## config.mk

```make
export PLATFORM = sky130hd
export DESIGN_NAME = auto_serial_bus_unit
export DESIGN_NICKNAME = d
export VERILOG_FILES = /design/src/serial_bus_pkg.sv /design/src/auto_serial_bus_unit.sv
export SDC_FILE = /design/constraint.sdc
export NUM_CORES = 1
export LEC_CHECK = 0
export BUFFER_PORTS_ARGS = -buffer_cell sky130_fd_sc_hd__buf_2
export CORE_ASPECT_RATIO = 1.75
export CORE_MARGIN = 5
export CORE_UTILIZATION = 30
export DETAILED_ROUTE_END_ITERATION = 10
export PLACE_DENSITY = 0.54
export SLEW_MARGIN = 20
export SYNTH_ARGS = -nofsm -noshare
export SYNTH_HDL_FRONTEND = slang
export SYNTH_SLANG_ARGS = --single-unit
```

## constraint.sdc

```tcl
create_clock -name i_clock -period 8.14 [get_ports i_clock]
set_input_delay 0.814 -clock i_clock [delete_from_list [all_inputs] [get_ports i_clock]]
set_output_delay 0.814 -clock i_clock [all_outputs]
set_load 0.01 [all_outputs]
```

## src/serial_bus_pkg.sv

```systemverilog
// Purpose: constants and types of the serial bus unit
// Assumes: 32-bit AHB-Lite register access, 50 MHz base clock
// Notes: one register per aligned word
package serial_bus_pkg;
    // ****************************************
    // Register byte offsets
    // ****************************************
    localparam logic [7:0] OFS_MODE = 8'h00;
    localparam logic [7:0] OFS_CTRL = 8'h04;
    localparam logic [7:0] OFS_TXBUF = 8'h08;
    localparam logic [7:0] OFS_RXBUF = 8'h0c;
    localparam logic [7:0] OFS_BUSCTL = 8'h10;
    localparam logic [7:0] OFS_ADDR = 8'h14;
    localparam logic [7:0] OFS_TXSTAT = 8'h18;
    localparam logic [7:0] OFS_RXSTAT = 8'h1c;
    localparam logic [7:0] OFS_CMP = 8'h20;
    localparam logic [7:0] OFS_IRQ = 8'h24;
    // ****************************************
    // Field positions
    // ****************************************
    localparam int TXBUF_LEN_LSB = 8;
    localparam int RXBUF_OVR_BIT = 8;
    // ****************************************
    // Reset values
    // ****************************************
    localparam logic [15:0] CMP_RESET = 16'h0000;
    localparam logic [11:0] ADDR_RESET = 12'h000;
    // ****************************************
    // Timing
    // ****************************************
    localparam int CLOCK_HZ = 50_000_000;
    localparam int EXT_MIN_PERIOD_CYC = 20;
    localparam int INT_MIN_DIV_BOTH = 6;
    localparam int INT_MIN_DIV_OTHER = 20;
    localparam logic [15:0] HALF_EXTRA = 16'h0002;
    // ****************************************
    // Carriers
    // ****************************************
    typedef struct packed {
        logic tx_irq_timing_sel;
        logic bit_order_sel;
        logic clock_source_sel;
        logic pad;
        logic [1:0] serial_mode_sel;
    } mode_t;
    typedef struct packed {
        logic output_polarity_sel;
        logic input_polarity_sel;
        logic rx_enable;
        logic tx_enable;
    } ctrl_t;
    typedef struct packed {
        logic [1:0] bus_mode_sel;
        logic noise_filter_enable;
        logic busy_flag_sel;
        logic frame_start_bit;
        logic bus_unit_enable;
    } busctl_t;
    typedef struct packed {
        logic arbitration_lost_flag;
        logic tx_timing_error_flag;
        logic tx_max_byte_error_flag;
        logic ack_error_flag;
        logic tx_normal_done_flag;
    } txstat_t;
    typedef struct packed {
        logic rx_other_cause_flag;
        logic rx_timing_error_flag;
        logic rx_max_byte_error_flag;
        logic parity_error_flag;
        logic rx_normal_done_flag;
    } rxstat_t;
    typedef enum logic [1:0] {
        ST_IDLE = 2'b01,
        ST_SHIFT = 2'b10
    } state_t;
endpackage

```

## src/auto_serial_bus_unit.sv

```systemverilog
// Purpose: serial bus mode of the waveform-backed serial unit
// Assumes: AHB-Lite slave, single word transfers, zero wait
// Notes: transfer clock internal (divider) or from the clock pin
//
// Operation
// [RULE_01] Software enables transmit, then writes buffer
// [RULE_02] Receive needs both enables and a write
// [RULE_03] Timing select 0: request on shifter load
// [RULE_04] Timing select 1: request on shift end
// [RULE_05] Receive request when word reaches buffer
// [RULE_06] Overrun if next word lands unread
// [RULE_07] Buffer content undefined after overrun
// [RULE_08] Selectable first bit: bit 0 or 7
// [RULE_09] Polarity controls invert output and input pins
// [RULE_10] Word length 1 to 8, written with data
// [RULE_11] Internal clock divide six or twenty minimum
// [RULE_12] External clock period twenty cycles minimum
// [RULE_13] Software sets base timer controls for mode
// [RULE_14] Software sets waveform channels for communication
// [RULE_15] Software enables used waveform channels first
// [RULE_16] Mode register holds mode, clock, order, timing
// [RULE_17] Control register reports buffer, shifter, receive flags
// [RULE_18] Bus control bits and 12-bit own address
// [RULE_19] Transmit status: done, ack, max, timing, arbitration
// [RULE_20] Receive status: done, parity, max, timing, other
// [RULE_21] Receive buffer holds data and overrun flag
// [RULE_22] Internal bit rate is base over 2(n+2)
//
// Added by the designer: the AHB-Lite register port and the register addresses.
`timescale 1ns/10ps
module auto_serial_bus_unit
    import serial_bus_pkg::*;
#(
    parameter int MAX_FRAME_WORDS = 32
)(
    input wire logic i_clock,
    input wire logic i_rst_b,
    input wire logic i_hsel,
    input wire logic [31:0] i_haddr,
    input wire logic [1:0] i_htrans,
    input wire logic i_hwrite,
    input wire logic [2:0] i_hsize,
    input wire logic [31:0] i_hwdata,
    input wire logic i_hready,
    output logic [31:0] o_hrdata,
    output logic o_hreadyout,
    output logic o_hresp,
    input wire logic i_serial_in_pin,
    output logic o_serial_out_pin,
    input wire logic i_serial_clock_pin,
    output logic o_serial_clock_pin,
    output logic o_serial_clock_oe_b,
    output logic o_tx_irq_request,
    output logic o_rx_irq_request
);
    if (MAX_FRAME_WORDS < 1 || MAX_FRAME_WORDS > 255)
        $error("MAX_FRAME_WORDS out of range");
    // ****************************************
    // Bus slave
    // ****************************************
    logic wr_q;
    logic [7:0] wa_q;
    mode_t mode_q;
    ctrl_t ctrl_q;
    busctl_t bus_q;
    txstat_t txs_q;
    rxstat_t rxs_q;
    logic [11:0] addr_q;
    logic [15:0] cmp_q;
    logic [7:0] tb_data_q;
    logic [2:0] tb_len_q;
    logic tb_full_q;
    logic [7:0] rb_q;
    logic ovr_q;
    logic rx_done_q;
    logic [1:0] irq_q;
    state_t st_q;
    wire take = i_hsel && i_hready && i_htrans[1];
    wire [7:0] ra = i_haddr[7:0];
    wire rd_take = take && !i_hwrite;
    wire rd_rb = rd_take && ra == OFS_RXBUF;
    wire w_mode = wr_q && wa_q == OFS_MODE;
    wire w_ctrl = wr_q && wa_q == OFS_CTRL;
    wire w_tb = wr_q && wa_q == OFS_TXBUF;
    wire w_bus = wr_q && wa_q == OFS_BUSCTL;
    wire w_addr = wr_q && wa_q == OFS_ADDR;
    wire w_txs = wr_q && wa_q == OFS_TXSTAT;
    wire w_rxs = wr_q && wa_q == OFS_RXSTAT;
    wire w_cmp = wr_q && wa_q == OFS_CMP;
    wire w_irq = wr_q && wa_q == OFS_IRQ;
    wire shifter_empty = st_q == ST_IDLE;
    wire [31:0] rd_mux =
        ra == OFS_MODE ? {26'h0, mode_q} :
        ra == OFS_CTRL ? {25'h0, ctrl_q, rx_done_q, shifter_empty, !tb_full_q} : // [RULE_17]
        ra == OFS_TXBUF ? {21'h0, tb_len_q, tb_data_q} :
        ra == OFS_RXBUF ? {23'h0, ovr_q, rb_q} : // [RULE_21]
        ra == OFS_BUSCTL ? {25'h0, !shifter_empty, bus_q} :
        ra == OFS_ADDR ? {20'h0, addr_q} :
        ra == OFS_TXSTAT ? {27'h0, txs_q} : // [RULE_19]
        ra == OFS_RXSTAT ? {27'h0, rxs_q} : // [RULE_20]
        ra == OFS_CMP ? {16'h0, cmp_q} :
        ra == OFS_IRQ ? {30'h0, irq_q} : 32'h0;
    always_ff @(posedge i_clock or negedge i_rst_b)
    begin
        if (!i_rst_b)
        begin
            wr_q <= 1'b0;
            wa_q <= 8'h00;
            o_hrdata <= 32'h0;
            o_hreadyout <= 1'b0;
            o_hresp <= 1'b0;
        end
        else
        begin
            wr_q <= take && i_hwrite;
            wa_q <= ra;
            o_hreadyout <= 1'b1;
            o_hresp <= 1'b0;
            if (rd_take)
                o_hrdata <= rd_mux;
        end
    end
    // ****************************************
    // Configuration registers
    // ****************************************
    always_ff @(posedge i_clock or negedge i_rst_b)
    begin
        if (!i_rst_b)
        begin
            mode_q <= '0;
            ctrl_q <= '0;
            addr_q <= ADDR_RESET;
            cmp_q <= CMP_RESET;
        end
        else
        begin
            if (w_mode)
                mode_q <= mode_t'(i_hwdata[5:0]); // [RULE_16]
            if (w_ctrl)
                ctrl_q <= ctrl_t'(i_hwdata[6:3]);
            if (w_addr)
                addr_q <= i_hwdata[11:0]; // [RULE_18]
            if (w_cmp)
                cmp_q <= i_hwdata[15:0];
        end
    end
    // ****************************************
    // Pin synchronisers and filter
    // ****************************************
    logic [1:0] rx_s_q;
    logic [1:0] ck_s_q;
    logic [1:0] rx_h_q;
    logic ck_old_q;
    always_ff @(posedge i_clock or negedge i_rst_b)
    begin
        if (!i_rst_b)
        begin
            rx_s_q <= 2'b11;
            ck_s_q <= 2'b11;
            rx_h_q <= 2'b11;
            ck_old_q <= 1'b1;
        end
        else
        begin
            rx_s_q <= {rx_s_q[0], i_serial_in_pin};
            ck_s_q <= {ck_s_q[0], i_serial_clock_pin};
            rx_h_q <= {rx_h_q[0], rx_s_q[1]};
            ck_old_q <= ck_s_q[1];
        end
    end
    wire rx_maj = (rx_s_q[1] & rx_h_q[0]) | (rx_s_q[1] & rx_h_q[1]) | (rx_h_q[0] & rx_h_q[1]);
    wire rx_raw = bus_q.noise_filter_enable ? rx_maj : rx_s_q[1];
    wire rx_bit = rx_raw ^ ctrl_q.input_polarity_sel; // [RULE_09]
    // ****************************************
    // Transfer clock
    // ****************************************
    logic [16:0] half_q;
    logic ph_q;
    logic [7:0] per_q;
    wire ext = mode_q.clock_source_sel;
    wire running = st_q == ST_SHIFT;
    wire half_end = half_q == 17'(cmp_q) + 17'(HALF_EXTRA) - 17'h00001; // [RULE_22]
    wire int_tick = !ext && running && half_end;
    wire samp_en = ext ? (running && ck_s_q[1] && !ck_old_q) : (int_tick && !ph_q);
    wire shift_en = ext ? (running && !ck_s_q[1] && ck_old_q && ph_q) : (int_tick && ph_q);
    wire too_fast = ext && samp_en && per_q < 8'(EXT_MIN_PERIOD_CYC); // [RULE_12]
    always_ff @(posedge i_clock or negedge i_rst_b)
    begin
        if (!i_rst_b)
        begin
            half_q <= 17'h00000;
            ph_q <= 1'b0;
            per_q <= 8'h0;
        end
        else
        begin
            half_q <= (!running || half_end) ? 17'h00000 : half_q + 17'h00001;
            if (!running)
                ph_q <= 1'b0;
            else if (samp_en || shift_en)
                ph_q <= !ph_q;
            if (samp_en)
                per_q <= 8'h01;
            else if (per_q != 8'hff)
                per_q <= per_q + 8'h01;
        end
    end
    // ****************************************
    // Transmit buffer and shifter
    // ****************************************
    logic [7:0] sh_q;
    logic [2:0] len_q;
    logic [2:0] cnt_q;
    logic [7:0] rx_sh_q;
    logic rx_on_q;
    logic [7:0] words_q;
    logic mism_hi;
    logic mism_lo;
    wire on = mode_q.serial_mode_sel != 2'b00;
    wire load = on && ctrl_q.tx_enable && tb_full_q && st_q == ST_IDLE; // [RULE_01]
    wire [2:0] pos = mode_q.bit_order_sel ? 3'd7 - cnt_q : cnt_q; // [RULE_08]
    wire tx_bit = sh_q[pos];
    wire last = cnt_q == len_q;
    wire word_end = shift_en && last;
    wire rx_store = word_end && rx_on_q; // [RULE_05]
    wire frame = bus_q.bus_unit_enable && bus_q.frame_start_bit;
    wire max_hit = frame && word_end && words_q >= 8'(MAX_FRAME_WORDS - 1);
    wire frame_end = frame && word_end && (!tb_full_q || max_hit);
    wire [7:0] rx_word = rx_sh_q | (8'h01 << pos) & {8{rx_bit}};
    wire [7:0] rx_next = samp_en ? (rx_word & ~({7'h0, !rx_bit} << pos)) : rx_sh_q;
    wire par_bad = bus_q.bus_mode_sel[0] && ^rx_sh_q;
    assign mism_hi = samp_en && tx_bit && !rx_bit;
    assign mism_lo = samp_en && !tx_bit && rx_bit;
    always_ff @(posedge i_clock or negedge i_rst_b)
    begin
        if (!i_rst_b)
        begin
            st_q <= ST_IDLE;
            tb_full_q <= 1'b0;
            tb_data_q <= 8'h00;
            tb_len_q <= 3'h0;
            sh_q <= 8'h00;
            len_q <= 3'h0;
            cnt_q <= 3'h0;
            rx_sh_q <= 8'h00;
            rx_on_q <= 1'b0;
        end
        else
        begin
            if (w_tb)
            begin
                tb_data_q <= i_hwdata[7:0];
                tb_len_q <= i_hwdata[TXBUF_LEN_LSB+:3]; // [RULE_10]
                tb_full_q <= 1'b1;
            end
            else if (load)
                tb_full_q <= 1'b0;
            rx_sh_q <= rx_next;
            unique case (st_q)
                ST_IDLE:
                begin
                    if (load)
                    begin
                        st_q <= ST_SHIFT;
                        sh_q <= tb_data_q;
                        len_q <= tb_len_q;
                        cnt_q <= 3'h0;
                        rx_sh_q <= 8'h00;
                        rx_on_q <= ctrl_q.rx_enable; // [RULE_02]
                    end
                end
                ST_SHIFT:
                begin
                    if (shift_en)
                        cnt_q <= cnt_q + 3'h1;
                    if (word_end)
                        st_q <= ST_IDLE;
                end
            endcase
        end
    end
    // ****************************************
    // Receive buffer, flags, requests
    // ****************************************
    always_ff @(posedge i_clock or negedge i_rst_b)
    begin
        if (!i_rst_b)
        begin
            rb_q <= 8'h00;
            ovr_q <= 1'b0;
            rx_done_q <= 1'b0;
            irq_q <= 2'b00;
        end
        else
        begin
            if (rx_store)
                rb_q <= rx_sh_q; // [RULE_07]
            if (rx_store && rx_done_q)
                ovr_q <= 1'b1; // [RULE_06]
            else if (rd_rb)
                ovr_q <= 1'b0;
            if (rx_store)
                rx_done_q <= 1'b1;
            else if (rd_rb)
                rx_done_q <= 1'b0;
            irq_q[0] <= (load && !mode_q.tx_irq_timing_sel) // [RULE_03]
                || (word_end && mode_q.tx_irq_timing_sel) // [RULE_04]
                || (irq_q[0] && !(w_irq && i_hwdata[0]));
            irq_q[1] <= rx_store || (irq_q[1] && !(w_irq && i_hwdata[1]));
        end
    end
    // ****************************************
    // Frame control and status
    // ****************************************
    always_ff @(posedge i_clock or negedge i_rst_b)
    begin
        if (!i_rst_b)
        begin
            bus_q <= '0;
            txs_q <= '0;
            rxs_q <= '0;
            words_q <= 8'h00;
        end
        else
        begin
            if (w_bus)
                bus_q <= busctl_t'(i_hwdata[5:0]); // [RULE_18]
            else if (frame_end)
                bus_q.frame_start_bit <= 1'b0;
            if (!frame)
                words_q <= 8'h00;
            else if (word_end)
                words_q <= words_q + 8'h01;
            txs_q <= (w_txs ? txs_q & ~txstat_t'(i_hwdata[4:0]) : txs_q) | { // [RULE_19]
                frame && mism_hi,
                frame && too_fast,
                max_hit,
                frame && mism_lo && bus_q.bus_mode_sel[1],
                frame_end && !max_hit};
            rxs_q <= (w_rxs ? rxs_q & ~rxstat_t'(i_hwdata[4:0]) : rxs_q) | { // [RULE_20]
                rx_store && !frame,
                rx_on_q && too_fast,
                max_hit && rx_on_q,
                rx_store && par_bad,
                rx_store && frame && !par_bad};
        end
    end
    // ****************************************
    // Pin drivers
    // ****************************************
    always_ff @(posedge i_clock or negedge i_rst_b)
    begin
        if (!i_rst_b)
        begin
            o_serial_out_pin <= 1'b1;
            o_serial_clock_pin <= 1'b1;
            o_serial_clock_oe_b <= 1'b1;
            o_tx_irq_request <= 1'b0;
            o_rx_irq_request <= 1'b0;
        end
        else
        begin
            o_serial_out_pin <= (running ? tx_bit : 1'b1) ^ ctrl_q.output_polarity_sel; // [RULE_09]
            o_serial_clock_pin <= ext || !running || ph_q;
            o_serial_clock_oe_b <= !(on && !ext);
            o_tx_irq_request <= irq_q[0];
            o_rx_irq_request <= irq_q[1];
        end
    end
endmodule // auto_serial_bus_unit

```

---- Word level (Yosys, flattened, before mapping) ----
Cells that the tools add are included.
word-level totals
  bits in read-only memories .............. 0
  bits in writable memories ............... 0
  latch bits .............................. 0
  memories ................................ 0
  register bits ........................... 191
  output and inout bits ................... 39
  input bits .............................. 76
  logic and storage cells ................. 248
cells by class
  multipliers ............................. 0
  $add $sub $neg .......................... 7
  mux-type cells .......................... 42
  equality and inequality tests ........... 27
  div/mod/pow operators ................... 0
  shift operators ......................... 2
  $lt $le $gt $ge ......................... 3
  bitwise logic cells ..................... 16
  reduce and logical (&&, ||, !) cells .... 95
operators by type and width
  kind                                                                                 count
  16-bit 2-to-1 mux                                                                    9
  8-bit by 5-bit equality test with 1-bit output, second input constant                8
  1-bit logical AND                                                                    58
  8-bit 2-to-1 mux                                                                     7
  8-bit by 6-bit equality test with 1-bit output, second input constant                4
  8-bit by 4-bit equality test with 1-bit output, second input constant                3
  16-bit by 2-bit adder with 17-bit output, second input constant                      1
  17-bit by 1-bit adder with 17-bit output, second input constant                      1
  17-bit equality test                                                                 1
  1-bit logical NOT                                                                    17
  17-bit 2-to-1 mux                                                                    1
  17-bit by 1-bit subtractor with 17-bit output, second input constant                 1
  8-bit by 1-bit adder with 8-bit output, second input constant                        2
  8-bit AND                                                                            2
  8-bit by 3-bit equality test with 1-bit output, second input constant                2
  8-bit logical NOT                                                                    2
  1-bit 2-to-1 mux                                                                     14
  2-bit nonzero test                                                                   6
  5-bit AND                                                                            2
  5-bit 2-to-1 mux                                                                     2
  5-bit bitwise OR                                                                     2
  3-bit 2-to-1 mux                                                                     3
  8-bit by 5-bit greater-or-equal comparator with 1-bit output, second input constant  1
  1-bit logical OR                                                                     8
  24 further kinds                                                                     35

---- Depth between registers and ports, before layout ----
Gate-level depths: netlist of run 1.
  depth in word-level cells ............... 13
  gate-level depth with buffers ........... 11
  mapped depth without buffers ............ 9

---- Worst setup path before layout of run 1 ----
OpenSTA, ideal clock, no wires.
  kind .................................... reg-to-reg
  start point ............................. register cmp_q[0]
  end point ............................... register half_q[10]
  data required time ...................... 8021 ps
  setup slack ............................. 5210 ps
  arrival time ............................ 2811 ps
  library setup time ...................... 119 ps
  stages on the path, launching flop included .. 11
  clock period less this slack ............ 2930 ps
  path buffers ............................ 1
  path through ............................ dfrtp_1 -> ha_1 -> nand2_1 -> or4_4 -> nand2b_4 -> a41o_1 -> or4_4 -> or3_4 -> nand2_4 -> buf_12 -> nor2_2
on the way
  longest elaborated chain between the ends .. 5
ends and longest elaborated chain
  element                                        line                         RTL
  from (decl)                                    auto_serial_bus_unit.sv:69   logic [15:0] cmp_q;
  from (signal assigned)                         auto_serial_bus_unit.sv:144  cmp_q <= i_hwdata[15:0];
  16-bit by 2-bit adder with 17-bit output       auto_serial_bus_unit.sv:182  wire half_end = half_q == 17'(cmp_q) + 17'(HALF_EXTRA) - 17'h00001;
  17-bit by 1-bit subtractor with 17-bit output  auto_serial_bus_unit.sv:182
  17-bit equality test                           auto_serial_bus_unit.sv:182
  1-bit logical OR                               auto_serial_bus_unit.sv:197  half_q <= (!running || half_end) ? 17'h00000 : half_q + 17'h00001;
  17-bit 2-to-1 mux                              auto_serial_bus_unit.sv:197
  to (signal assigned)                           auto_serial_bus_unit.sv:197
  to (decl)                                      auto_serial_bus_unit.sv:177  logic [16:0] half_q;
Every way passes these cells.
A chain may end at the register's enable or synchronous reset.

---- Final worst setup path of run 1 ----
  start point ............................. register cmp_q[0]
  end point ............................... register rb_q[6]
on the way
  longest elaborated chain between the ends .. 8
ends and longest elaborated chain
  element                                        line                         RTL
  16-bit by 2-bit adder with 17-bit output       auto_serial_bus_unit.sv:182
  17-bit by 1-bit subtractor with 17-bit output  auto_serial_bus_unit.sv:182
  17-bit equality test                           auto_serial_bus_unit.sv:182
  1-bit logical AND                              auto_serial_bus_unit.sv:183  wire int_tick = !ext && running && half_end;
  1-bit logical AND                              auto_serial_bus_unit.sv:185  wire shift_en = ext ? (running && !ck_s_q[1] && ck_old_q && ph_q) : (int_tick && ph_q);
  1-bit 2-to-1 mux                               auto_serial_bus_unit.sv:185
  1-bit logical AND                              auto_serial_bus_unit.sv:224  wire word_end = shift_en && last;
  1-bit logical AND                              auto_serial_bus_unit.sv:225  wire rx_store = word_end && rx_on_q;
  to (signal assigned)                           auto_serial_bus_unit.sv:297  rb_q <= rx_sh_q;
  to (decl)                                      auto_serial_bus_unit.sv:73   logic [7:0] rb_q;
Every way passes these cells.

==> results, run 1 <==
- The run finished with clean final reports.
- The weighted congestion at the end of routability-driven global placement is 0.850.
- The number of filler cells placed in the layout is 3048.
- The placed cell count is ~1.3k.
- The clock network latency to the later pin of the worst-skew pair is between 0.4 and 0.5 ns.
- The finished cells cover about 10000 um^2.
- In this run, post-CTS hold repair placed 0 buffers.
- The count of non-filler cells in the finished layout is between 1k and 1.5k.
- The path with the worst hold slack has its endpoint at ck_s_q[1]$_DFF_PN1_.
- The worst register-to-register path begins at cmp_q[0]$_DFFE_PN0P_.
- The first-pass iteration count of the detailed router is 6.
- Counting flops with an async set or reset pin after synthesis yields a share of between 90% and 100%.
- The overall routing resource usage is 15.2%.
- After clock tree synthesis, the repair step resized 0 gates.
- The number of setup buffers added after CTS is 0.
- Dividing the detail-routed via count by the number of cells gives 5.12.
- For this run, the leading register cell type out of synthesis is dfrtp_1.
- The x dimension of the die is 141 um.
- In the synthesized netlist, mux cells make up about 11% of the area.
- Across the routed clock network, the largest skew measured is between 0.009 and 0.01 ns.
- Clock-pin slew was measured on the worst setup and hold paths at 0.07 ns.
- In this run the worst setup path begins at cmp_q[0]$_DFFE_PN0P_.
- A synthesized cell averages ~10 um^2.
- The worst-case headroom to the max-slew limit is approximately 34%.
- The worst hold path belongs to the class reg2reg.
- The measured slew at the worst slew-check pin is approximately 0.98 ns.
- The analysis attributes to cell leakage a power of between 4 and 5 nW.
- The remaining routing DRC violations is 0.
- The minimum clock period is between 4 and 5 ns.
- Entering global routing, the biggest net connects roughly 110 pins.
- In this run, the number of DRC markers left after iteration 0 of detailed routing was ~400.
- The sequential element share of the synthesized area is around half.
- In this run switching power makes up between 20% and 30% of total power.
- The number of synthesized register bits is between 150 and 200.
- The internal portion of the total power is 1.55 mW.
- Prior to clock tree synthesis, the placed netlist has a worst setup slack of 4.00 ns.
- The total count of max-transition violations in the final report is 0.
- The depth of the most critical reg-to-reg path is 9.
- Based on the critical path, the design can be clocked at up to between 200 and 250 MHz.
- The number of sinks handled by clock tree synthesis is around 180.
- The H-tree was split into 4 levels.
- STA classifies the critical path startpoint as a flop.
- After Yosys synthesis, full adders, half adders and majority gates account for less than 1% of the synthesized area.
- The maximum buffer depth of the clock tree is 2.
- In the layout the commonest cells are dfrtp_1, nand2_1, mux2_2.
- The reported max-cap violation count is 0.
- The post-synthesis simple-gate area fraction is roughly a fifth.
- The synthesized instance count is about 900.
- Counting flops with a built-in enable in the synthesized netlist gives 0.
- After routing, the total negative slack on setup checks comes to 0 ns.
- STA puts the critical path data arrival time at around 4.5 ns.
- The final worst-path cycle share is 51.0%.
- The count of buffers added on input and output ports is 53.
- The worst setup path is of the reg2reg kind.
- The TritonCTS buffer count is 17.
- The power density over the cells is roughly 220 nW/um^2.
- The number of hold violations in the final report was 0.
- The number of antenna violations at the first check in global routing came to 1.
- The endpoint of the lowest-slack register-to-register path is rb_q[6]$_DFFE_PN0P_.
- Once detail routing completed, the nets flagged for antenna violations numbered 0.
- The post-synthesis instance area is roughly 9100 um^2.
- Summing internal, switching and leakage power gives approximately 2.2 mW.
- The total overflow left after global routing is 0.
- The routed layout has roughly 6.8k vias.
- The setup-violating endpoint count in the final report is 0.
- For this run, the number of Yosys warnings is 0.
- Counting distinct cell types in the post-synthesis netlist gives 80.
- The area fraction in compound gates after synthesis is a little over a tenth.
- The hold path startpoint is ck_s_q[0]$_DFF_PN1_.
- The post-route netlist has 22.9% of its cells at a drive strength greater than 1.
- Setup repair after global routing left no endpoint under its margin.
- The floorplan has 84 rows.
- The cell sitting at the root of the clock tree is a clkbuf_16.
- The mean routed wirelength per cell is around 19 um.
- The maximum vdd ir drop is ~0.14 mV.
- The combinational fraction of design power is between 10% and 20%.
- For this configuration, the core starts out at a cell density of between 30% and 40%.
- Of all nets on the critical path, the largest fanout is 13.
- The reported net switching power is 0.659 mW.
- Per report_power, the sequential group accounts for between 40 and 50% of the total.
- The die is approximately 240 um tall.
- The most common cell after layout, fill and taps aside is dfrtp_1.
- The routed design has about 25000 um of wire.
- The final-stage net count is about 1k.
- The die covers between 30000 and 40000 um^2.
- The via count of the first global-routing pass is around 6.8k.
- The xor and xnor fraction of the mapped netlist area is between 4 and 5%.
- The first global-routing pass estimated ~40000 um of wire.
- The clock network is responsible for 38.4% of the overall power.
- The CTS tree is built.
- Once routing completed, OpenROAD measured the worst setup slack at 3.99 ns.
- between 100 and 150 I/O pins were placed.
- The area growth from synthesis to layout is 12.7%.
- The floorplan step defined a core boundary enclosing ~30000 um^2.
- The minimum setup slack among reg-to-reg paths is approximately 4 ns.
- The required arrival time at the worst endpoint is 8.46 ns.
- After detailed placement, the total cell area comes to slightly below 10000 um^2.
- The largest family of logic cells by synthesized area is simple AND/OR/NAND/NOR gates.
- The placed wire-length estimate is ~19000 um.
- STA classifies the critical path endpoint as a flop.
- The worst hold path stage count is 0.
[power groups by stage]
| stage | Clock [mW] | Combinational (mW) | Sequential, mW |
|---|---|---|---|
| after CTS | 0.877 | 0.346 | 1.02 |
| after global placement | 0 | 0.340 | 1.04 |
| after floorplan | 0 | 0.258 | 1.00 |
| after global routing | 0.907 | 0.383 | 1.03 |
| after detailed placement | 0 | 0.344 | 1.04 |
| final | 0.850 | 0.342 | 1.02 |
[through the flow]
| stage | hold WS (ns) | utilization, % |
|---|---|---|
| 6_report | 0.356 | 34.1 |
| 4_1_cts | 0.357 | 34.1 |
| 3_5_place_dp | 0.347 | 32.1 |
| 5_1_grt | 0.364 | 34.1 |
| 3_3_place_gp | 0.346 | 32.1 |
| 2_1_floorplan | 0.345 | - |
[cell usage after synthesis (9+ instances only)]
master,instances,area [um^2]
a21oi_1,26,130
and2_1,9,56.3
and3_1,16,100
buf_4,18,135
clkbuf_1,21,78.8
dfrtp_1,164,4100
dfstp_2,11,289
inv_1,11,41.3
mux2_2,77,867
mux2i_1,15,150
nand2_1,110,413
nand2b_1,15,93.8
nand3_1,29,145
nand4_1,16,100
nor2_1,61,229
nor2_2,10,62.6
nor3_1,18,90.1
o21ai_0,39,195
o22ai_1,10,62.6
xnor2_1,27,236
xor2_1,22,193
[registers in the layout (all words and copies together), names as in the netlist, 6 cells and up]
signal / flops
tb_data_q: 8
cmp_q: 16
words_q: 8
sh_q: 8
o_hrdata: 16
rx_sh_q: 8
rb_q: 8
half_q: 17
per_q: 8
bus_q: 6
wa_q: 8
addr_q: 12
[layout make-up]
class | count | area [um^2] | area share [%]
clock buffers | 20 | 457 | 4.47
clock inverters | 12 | 153 | 1.49
multi-input cells | 655 | 4350 | 42.6
flip-flops and latches | 175 | 4390 | 43.0
well taps | 387 | 484 | 4.74
inverters | 11 | 41.3 | 0.404
diodes | 1 | 2.50 | 0.0245
repair buffers | 61 | 334 | 3.27
[worst max-delay path by stage]
stage | to | slack, ns
after floorplan | half_q[10]$_DFF_PN0_ | 5.21
after global placement | rb_q[6]$_DFFE_PN0P_ | 4.04
after detailed placement | rb_q[6]$_DFFE_PN0P_ | 4.00
after CTS | rb_q[6]$_DFFE_PN0P_ | 4.00
after global routing | rb_q[6]$_DFFE_PN0P_ | 3.68
final | rb_q[6]$_DFFE_PN0P_ | 3.99
[cell families after synthesis]
| logic type | Yosys count |
|---|---|
| other cells | 2 |
| buf+inv | 68 |
| mux | 94 |
| simple gates | 341 |
| flops | 175 |
| compound gates | 148 |
| fa+ha+maj | 5 |
| xor+xnor | 49 |
[layer usage]
metal	wire length, um	track usage (%)
met1	10200	17.1
met2	13700	28.3
met3	904	2.87
met4	522	5.18
met5	0	0
[critical path: stages (launching register included)]
cell      delay (ns)
dfrtp_1         0.60
ha_1            0.31
and2_1          0.32
and4_1          0.28
xnor2_1         0.07
a211oi_1        0.53
o21a_1          0.17
a31o_2          0.37
nand4_1         0.77
mux2_1          0.59
No activity file was read; power rests on OpenSTA's default activity.
==> run 2, diff against run 1 <==
PLACE_DENSITY = 0.56   (was 0.54)
clock period = 3.35 ns   (was 8.14 ns; I/O delays follow)
==> run 2 against run 1 <==
Sequential share of layout area down 0.52 points. Via count grew 1.6%. Cell count rose by 1.4%. Utilization rose by 0.41 points. Global-route usage hardly changed. Maximum frequency grew 34%. Non-clock buffer count increased by 20. Worst setup slack lost 3.7 ns. Register-to-register slack got worse by 3.7 ns. Critical path type unchanged. Largest cell class unchanged. Highest routed layer unchanged.
==> results, run 2 (synthesis gave the netlist of run 1 again) <==
- The floorplan die area was 33900 um^2 (unchanged).
- The flow ran to the end, and the final reports show no timing, DRC or antenna violations.
- The total power draw was 5.28 mW (+140%).
- Setup repair after global routing left no endpoint under its margin.
- The worst slack after detailed placement is 0.261 ns (-3.74 ns).
- The fraction of layout cells with a size suffix above 1 came to 24.2% (+1.3 points).
- The number of sinks handled by clock tree synthesis is 175 (unchanged).
- The x dimension of the die is 141 um (unchanged).
- The overall routing resource usage is 15.2% (+0.023 points).
- The minimum clock period came to 3.09 ns (-1.06 ns).
- The maximum vdd ir drop came to 0.254 mV (+86%).
- The die height came to 240 um (unchanged).
- STA classifies the critical path startpoint as a flop.
- The total count of max-transition violations in the final report is 0 (unchanged).
- The worst setup path category is reg2reg.
- The leakage power is 4.60 nW (+1.8%).
- The required arrival time at the worst endpoint is 3.71 ns (-4.75 ns).
- The mean routed wirelength per cell is 18.9 um (-1.0%).
- The area of the core is 30000 um^2 (unchanged).
- The per-cell via count in the routed design is 5.14 (+0.27%).
- The maximum clock skew at final layout was 0.0138 ns (+0.00468 ns).
- The largest stage delay on the critical path is 0.59 ns (-0.18 ns).
- The number of antenna violations at the first check in global routing was 0 (-1).
- The accumulated negative setup slack came to 0 ns (unchanged).
- The CTS tree is built.
- The number of top-level pins is 115 (unchanged).
- The highest attainable clock frequency is 324 MHz (+34%).
- The count of cells resized by post-cts repair is 0 (unchanged).
- From synthesis to final layout, the design area changed by 14.1%.
- The iteration-0 DRC count of the detailed router is 486 (+21%).
- The path category of the worst min-delay check is in2reg.
- The pin count of the biggest net entering global routing is 101 (-9.0%).
- The largest fanout on the critical path was 9 (-4).
- The number of setup buffers added after CTS was 0 (unchanged).
- The placed wire-length estimate was 19200 um (+3.5%).
- The cell at the root of the clock tree is clkbuf_16.
- The sum of buffers and inverters on the critical path came to 0 (unchanged).
- The overall overflow remaining after global route came to 0 (unchanged).
- In this run the worst setup path begins at cmp_q[4]$_DFFE_PN0P_.
- On the critical path, the stage with the largest delay is an instance of dfrtp_1.
- The clock network latency to the later pin of the worst-skew pair came to 0.44 ns (about the same).
- The family with the most delay on the worst path is simple AND/OR/NAND/NOR gates.
- The top cell types in the final layout, fill and taps aside, are dfrtp_1, nand2_1, mux2_2.
- The setup-violating endpoint count in the final report is 0 (unchanged).
- The initial standard-cell utilization of the core was 30.3% (unchanged).
- Counting stages on the worst path, the most repeated cell is or4_4.
- The weighted congestion at the end of routability-driven global placement came to 0.904 (+6.4%).
- The power density over the cells is 511 nW/um^2 (+140%).
- The final worst-path cycle share is 92.2% (+41 points).
- The number of hold violations in the final report is 0 (unchanged).
- The number of flip-flops in the largest register was 17 (unchanged).
- The number of routed nets with antenna violations is 0 (unchanged).
- Traced cell by cell, the critical path runs through nand3_4 -> or4_4 -> nand2b_4 -> a41o_1 -> or4_4 -> nor4_1 -> o21ai_1 -> o22ai_1.
- In this run the most critical hold path is launched from i_haddr[4].
- The global-route wire length before repair is 39500 um (-0.42%).
- Leaving out fill and tap cells, the most frequent cell in the layout is dfrtp_1.
- In the final layout, the registers with the most flip-flops are half_q: 17 flops, cmp_q: 16 flops, o_hrdata: 16 flops.
- The arrival time at the worst endpoint is 3.45 ns (-1.03 ns).
- The count of port buffers added during placement is 53 (unchanged).
- The worst-case headroom to the max-slew limit is 41.3% (+6.8 points).
- The remaining routing DRC violations is 0 (unchanged).
- The register bank with the most flops is half_q.
- The number of diodes is 0 (-1).
- The least setup slack across all paths after layout is 0.260 ns (-3.73 ns).
- The final-stage net count is 1022 (+2.0%).
- The via count is 6886 (+1.6%).
- The first-pass iteration count of the detailed router is 5 (-1).
- The reported max-cap violation count was 0 (unchanged).
- The TritonCTS buffer count came to 17 (unchanged).
- The measured slew at the worst slew-check pin came to 0.881 ns (-0.0984 ns).
- The kind of capture point of the worst setup path is a flop.
- The worst register-to-register path begins at cmp_q[4]$_DFFE_PN0P_.
- The via count of the first global-routing pass was 6895 (+0.72%).
- The row count was 84 (unchanged).
- The clock-pin slew reported for the worst setup and hold paths after clock tree synthesis is 0.07 ns (about the same).
- The routed wire length was 25300 um (+0.31%).
- The maximum level of the CTS H-tree was 4 (unchanged).
- The maximum buffer depth of the clock tree is 2 (unchanged).
[run 2: per-stage QoR]
step	cells	hold slack, ns	util [%]	instance area, um^2
floorplan	898	0.0394	-	9120
detailed placement	1306	0.347	32.5	9730
global placement	1306	0.346	32.5	9730
CTS	1340	0.0123	34.5	10300
global route	1340	0.0246	34.5	10300
finish	1340	0.0378	34.5	10300
[run 2: what timing repair did]
action,4_1_cts,5_1_grt
setup endpoints to repair,0,0
hold endpoints to repair,9,0
hold buffers,3,0
[run 2: layout make-up]
type	count	area, um^2
Tap cell	387	484
Inverter	11	41.3
Multi-Input combinational cell	655	4350
Clock buffer	19	453
Sequential cell	175	4390
Timing Repair Buffer	81	492
Clock inverter	12	125
Fill cell	3039	19600
[run 2: where the power goes]
part           internal, mW  switching, mW  total [mW]
combinational         0.359          0.477       0.836
clock                  1.08          0.893        1.97
sequential             2.27          0.206        2.48
[run 2: routing by layer]
layer	vias to the layer above	GRT usage, %	part of all wire [%]
met5	-	0	0
met4	0	5.53	2.7
met3	31	2.69	3.5
met2	150	29.4	56
met1	3460	16.2	38
li1	3245	-	-
[run 2: path summary, 6_finish.rpt]
| path | end | slack [ns] | depth (start not counted) |
|---|---|---|---|
| max | rx_sh_q[4]$_DFF_PN0_ | 0.26 | 8 |
| min | wa_q[4]$_DFF_PN0_ | 0.04 | 1 |
| max reg2reg | rx_sh_q[4]$_DFF_PN0_ | 0.26 | 8 |
| min reg2reg | rx_s_q[1]$_DFF_PN1_ | 0.36 | 0 |
| max in group asynchronous | o_serial_clock_oe_b$_DFF_PN1_ | 1.96 | 3 |
| min in group asynchronous | words_q[6]$_DFFE_PN0P_ | 0.48 | 2 |
==> run 3, diff against run 2 <==
GPL_TIMING_DRIVEN = 0   (was default)
==> run 3 against run 2 <==
Non-clock buffer count increased by 38. Worst hold slack worse by 0.0077 ns. Worst setup slack worse by 0.13 ns. Largest power group unchanged. Critical path depth up 2. Cell count grew 2.9%. Critical endpoint is now rb_q[7]$_DFFE_PN0P_. Highest routed layer unchanged. Routed wire length rose by 4.2%. Largest cell class unchanged.
==> results, run 3 (synthesis gave the netlist of run 1 again) <==
- The overall routing resource usage came to 15.7% (+0.52 points).
- STA classifies the critical path endpoint as a flop.
- The sum of buffers and inverters on the critical path is 1 (+1).
- The number of antenna violations at the first check in global routing is 0 (unchanged).
- The first-pass iteration count of the detailed router is 5 (unchanged).
- The family with the most delay on the worst path is simple AND/OR/NAND/NOR gates.
- In the layout the commonest cells are dfrtp_1, nand2_1, mux2_2.
- The number of top-level pins is 115 (unchanged).
- The clock network latency to the later pin of the worst-skew pair was 0.44 ns (about the same).
- The die height is 240 um (unchanged).
- The endpoint of the lowest-slack register-to-register path is rb_q[7]$_DFFE_PN0P_.
- The number of sinks handled by clock tree synthesis came to 175 (unchanged).
- The maximum level of the CTS H-tree is 4 (unchanged).
- The clock-pin slew reported for the worst setup and hold paths after clock tree synthesis was 0.07 ns (about the same).
- The total count of max-transition violations in the final report is 0 (unchanged).
- The floorplan die area is 33900 um^2 (unchanged).
- The area of the core came to 30000 um^2 (unchanged).
- The weighted congestion at the end of routability-driven global placement is 0.890 (-1.5%).
- The initial standard-cell utilization of the core is 30.3% (unchanged).
- The global-route layer with the greatest usage is met2.
- Setup repair after global routing left no endpoint under its margin.
- The worst register-to-register path begins at cmp_q[1]$_DFFE_PN0P_.
- The maximum clock skew at final layout is 0.0106 ns (-0.00316 ns).
- The mean routed wirelength per cell came to 19.2 um (+1.3%).
- The placed wire-length estimate came to 19900 um (+3.5%).
- The met2 usage in global routing is 28.8% (-0.61 points).
- The TritonCTS buffer count came to 17 (unchanged).
- The maximum buffer depth of the clock tree is 2 (unchanged).
- The power density over the cells is 503 nW/um^2 (-1.6%).
- The remaining routing DRC violations is 0 (unchanged).
- Walking the worst path, the cells encountered are ha_2 -> nand2_2 -> or4_4 -> nand2b_4 -> a41o_1 -> nor3b_1 -> a31o_2 -> nand4_1 -> buf_4 -> mux2_1.
- The row count is 84 (unchanged).
- The largest stage delay on the critical path is 0.50 ns (-0.09 ns).
- The minimum setup slack among reg-to-reg paths came to 0.13 ns (-0.13 ns).
- The area growth from synthesis to layout is 17.2%.
- The routed wire length is 26400 um (+4.2%).
- The final-stage net count was 1060 (+3.7%).
- Ranked by flip-flop count, first place goes to half_q.
- The via count of the first global-routing pass came to 7017 (+1.8%).
- The maximum vdd ir drop was 0.240 mV (-5.4%).
- The min-delay analysis places its worst path in the category in2reg.
- The logic depth of the worst setup path including buffers is 10 (+2).
- STA classifies the critical path startpoint as a flop.
- For hold timing, the worst endpoint is wa_q[6]$_DFF_PN0_.
- The met1 capacity usage during global routing is 16.9% (+0.70 points).
- The worst hold path stage count is 1 (unchanged).
- The overall overflow remaining after global route is 0 (unchanged).
- The required arrival time at the worst endpoint is 3.67 ns (-0.04 ns).
- The reported max-cap violation count is 0 (unchanged).
- The worst-case headroom to the max-slew limit is 40.0% (-1.2 points).
- The accumulated negative setup slack came to 0 ns (unchanged).
- The number of routed nets with antenna violations is 0 (unchanged).
- The number of filler cells placed in the layout was 3014 (-0.82%).
- The minimum clock period came to 3.22 ns (+0.128 ns).
- The number of flip-flops in the largest register is 17 (unchanged).
- The arrival time at the worst endpoint was 3.54 ns (+0.09 ns).
- The count of port buffers added during placement is 53 (unchanged).
- The final hold slack came to 0.0302 ns (-0.00768 ns).
- The least setup slack across all paths after layout is 0.132 ns (-0.128 ns).
- In the final layout, the registers with the most flip-flops are half_q: 17 flops, cmp_q: 16 flops, o_hrdata: 16 flops.
- The x dimension of the die is 141 um (unchanged).
- The flow ran to the end, and the final reports show no timing, DRC or antenna violations.
- The per-cell via count in the routed design is 5.09 (-1.0%).
- The iteration-0 DRC count of the detailed router is 379 (-22%).
- The highest attainable clock frequency is 311 MHz (-4.0%).
- The utilization of the core after routing is 35.5% (+0.96 points).
- The fraction of layout cells with a size suffix above 1 is 25.4% (+1.2 points).
- The final worst-path cycle share is 96.1% (+3.8 points).
- The critical path in this run is classified as reg2reg.
- The setup-violating endpoint count in the final report came to 0 (unchanged).
- The global-route wire length before repair is 40400 um (+2.5%).
- The cell at the root of the clock tree is clkbuf_16.
- The number of hold violations in the final report came to 0 (unchanged).
- The most common cell after layout, fill and taps aside is dfrtp_1.
- The CTS tree is built.
- The via count is 7013 (+1.8%).
- The met3 track utilization from global routing is 2.81% (+0.12 points).
- The leakage power is 4.74 nW (+2.9%).
- The number of diodes is 0 (unchanged).
- On the critical path, the stage with the largest delay is an instance of or4_4.
- The pin count of the biggest net entering global routing is 92 (-8.9%).
- The depth of the most critical reg-to-reg path was 10 (+2).
- The measured slew at the worst slew-check pin came to 0.896 ns (+0.0153 ns).
- The worst slack after detailed placement is -0.461 ns (-0.721 ns).
- The hold path startpoint is i_haddr[6].
- The largest fanout on the critical path is 10 (+1).
[run 3: per-stage QoR]
stage	power, mW	std cells	cell area, um^2
floorplan	3.06	898	9120
global placement	3.35	1338	9870
detailed placement	3.38	1339	9920
CTS	5.43	1381	10600
global route	5.61	1379	10600
finish	5.34	1379	10600
[run 3: cell type report]
class / instances / area (um^2) / area share, %
plain buffers: 55 / 340 / 3.20
clock buffers: 21 / 470 / 4.43
clock inverters: 11 / 125 / 1.18
inverters: 11 / 41.3 / 0.389
multi-input cells: 655 / 4380 / 41.2
flip-flops and latches: 175 / 4400 / 41.4
well taps: 387 / 484 / 4.56
repair buffers: 64 / 388 / 3.65
[run 3: timing repair]
action | 4_1_cts | 5_1_grt
setup endpoints to repair | 63 | 35
resized for setup | 6 | 4
buffers inserted | 6 | 0
hold buffers | 4 | 0
hold endpoints to repair | 76 | 0
[run 3: metal layers]
layer | wire length, um | vias to the layer above
li1 | - | 3321
met1 | 10100 | 3479
met2 | 14000 | 174
met3 | 1020 | 39
met4 | 1340 | 0
met5 | 0 | -
[run 3: power by group]
group          internal [mW]  switching (mW)  leakage [nW]
logic                  0.381           0.526          2.21
clock network           1.11           0.890         0.291
registers               2.27           0.167          2.24
total                   3.76            1.58          4.74
[run 3: worst max path at each step]
stage / start / to / slack, ns
floorplan: cmp_q[0]$_DFFE_PN0P_ / half_q[10]$_DFF_PN0_ / 0.42
global placement: i_rst_b / cmp_q[13]$_DFFE_PN0P_ / -0.96
detailed placement: cmp_q[0]$_DFFE_PN0P_ / txs_q[3]$_DFF_PN0_ / -0.46
CTS: cmp_q[1]$_DFFE_PN0P_ / rb_q[7]$_DFFE_PN0P_ / 0.006
global route: cmp_q[1]$_DFFE_PN0P_ / rb_q[7]$_DFFE_PN0P_ / 0.0009
finish: cmp_q[1]$_DFFE_PN0P_ / rb_q[7]$_DFFE_PN0P_ / 0.13
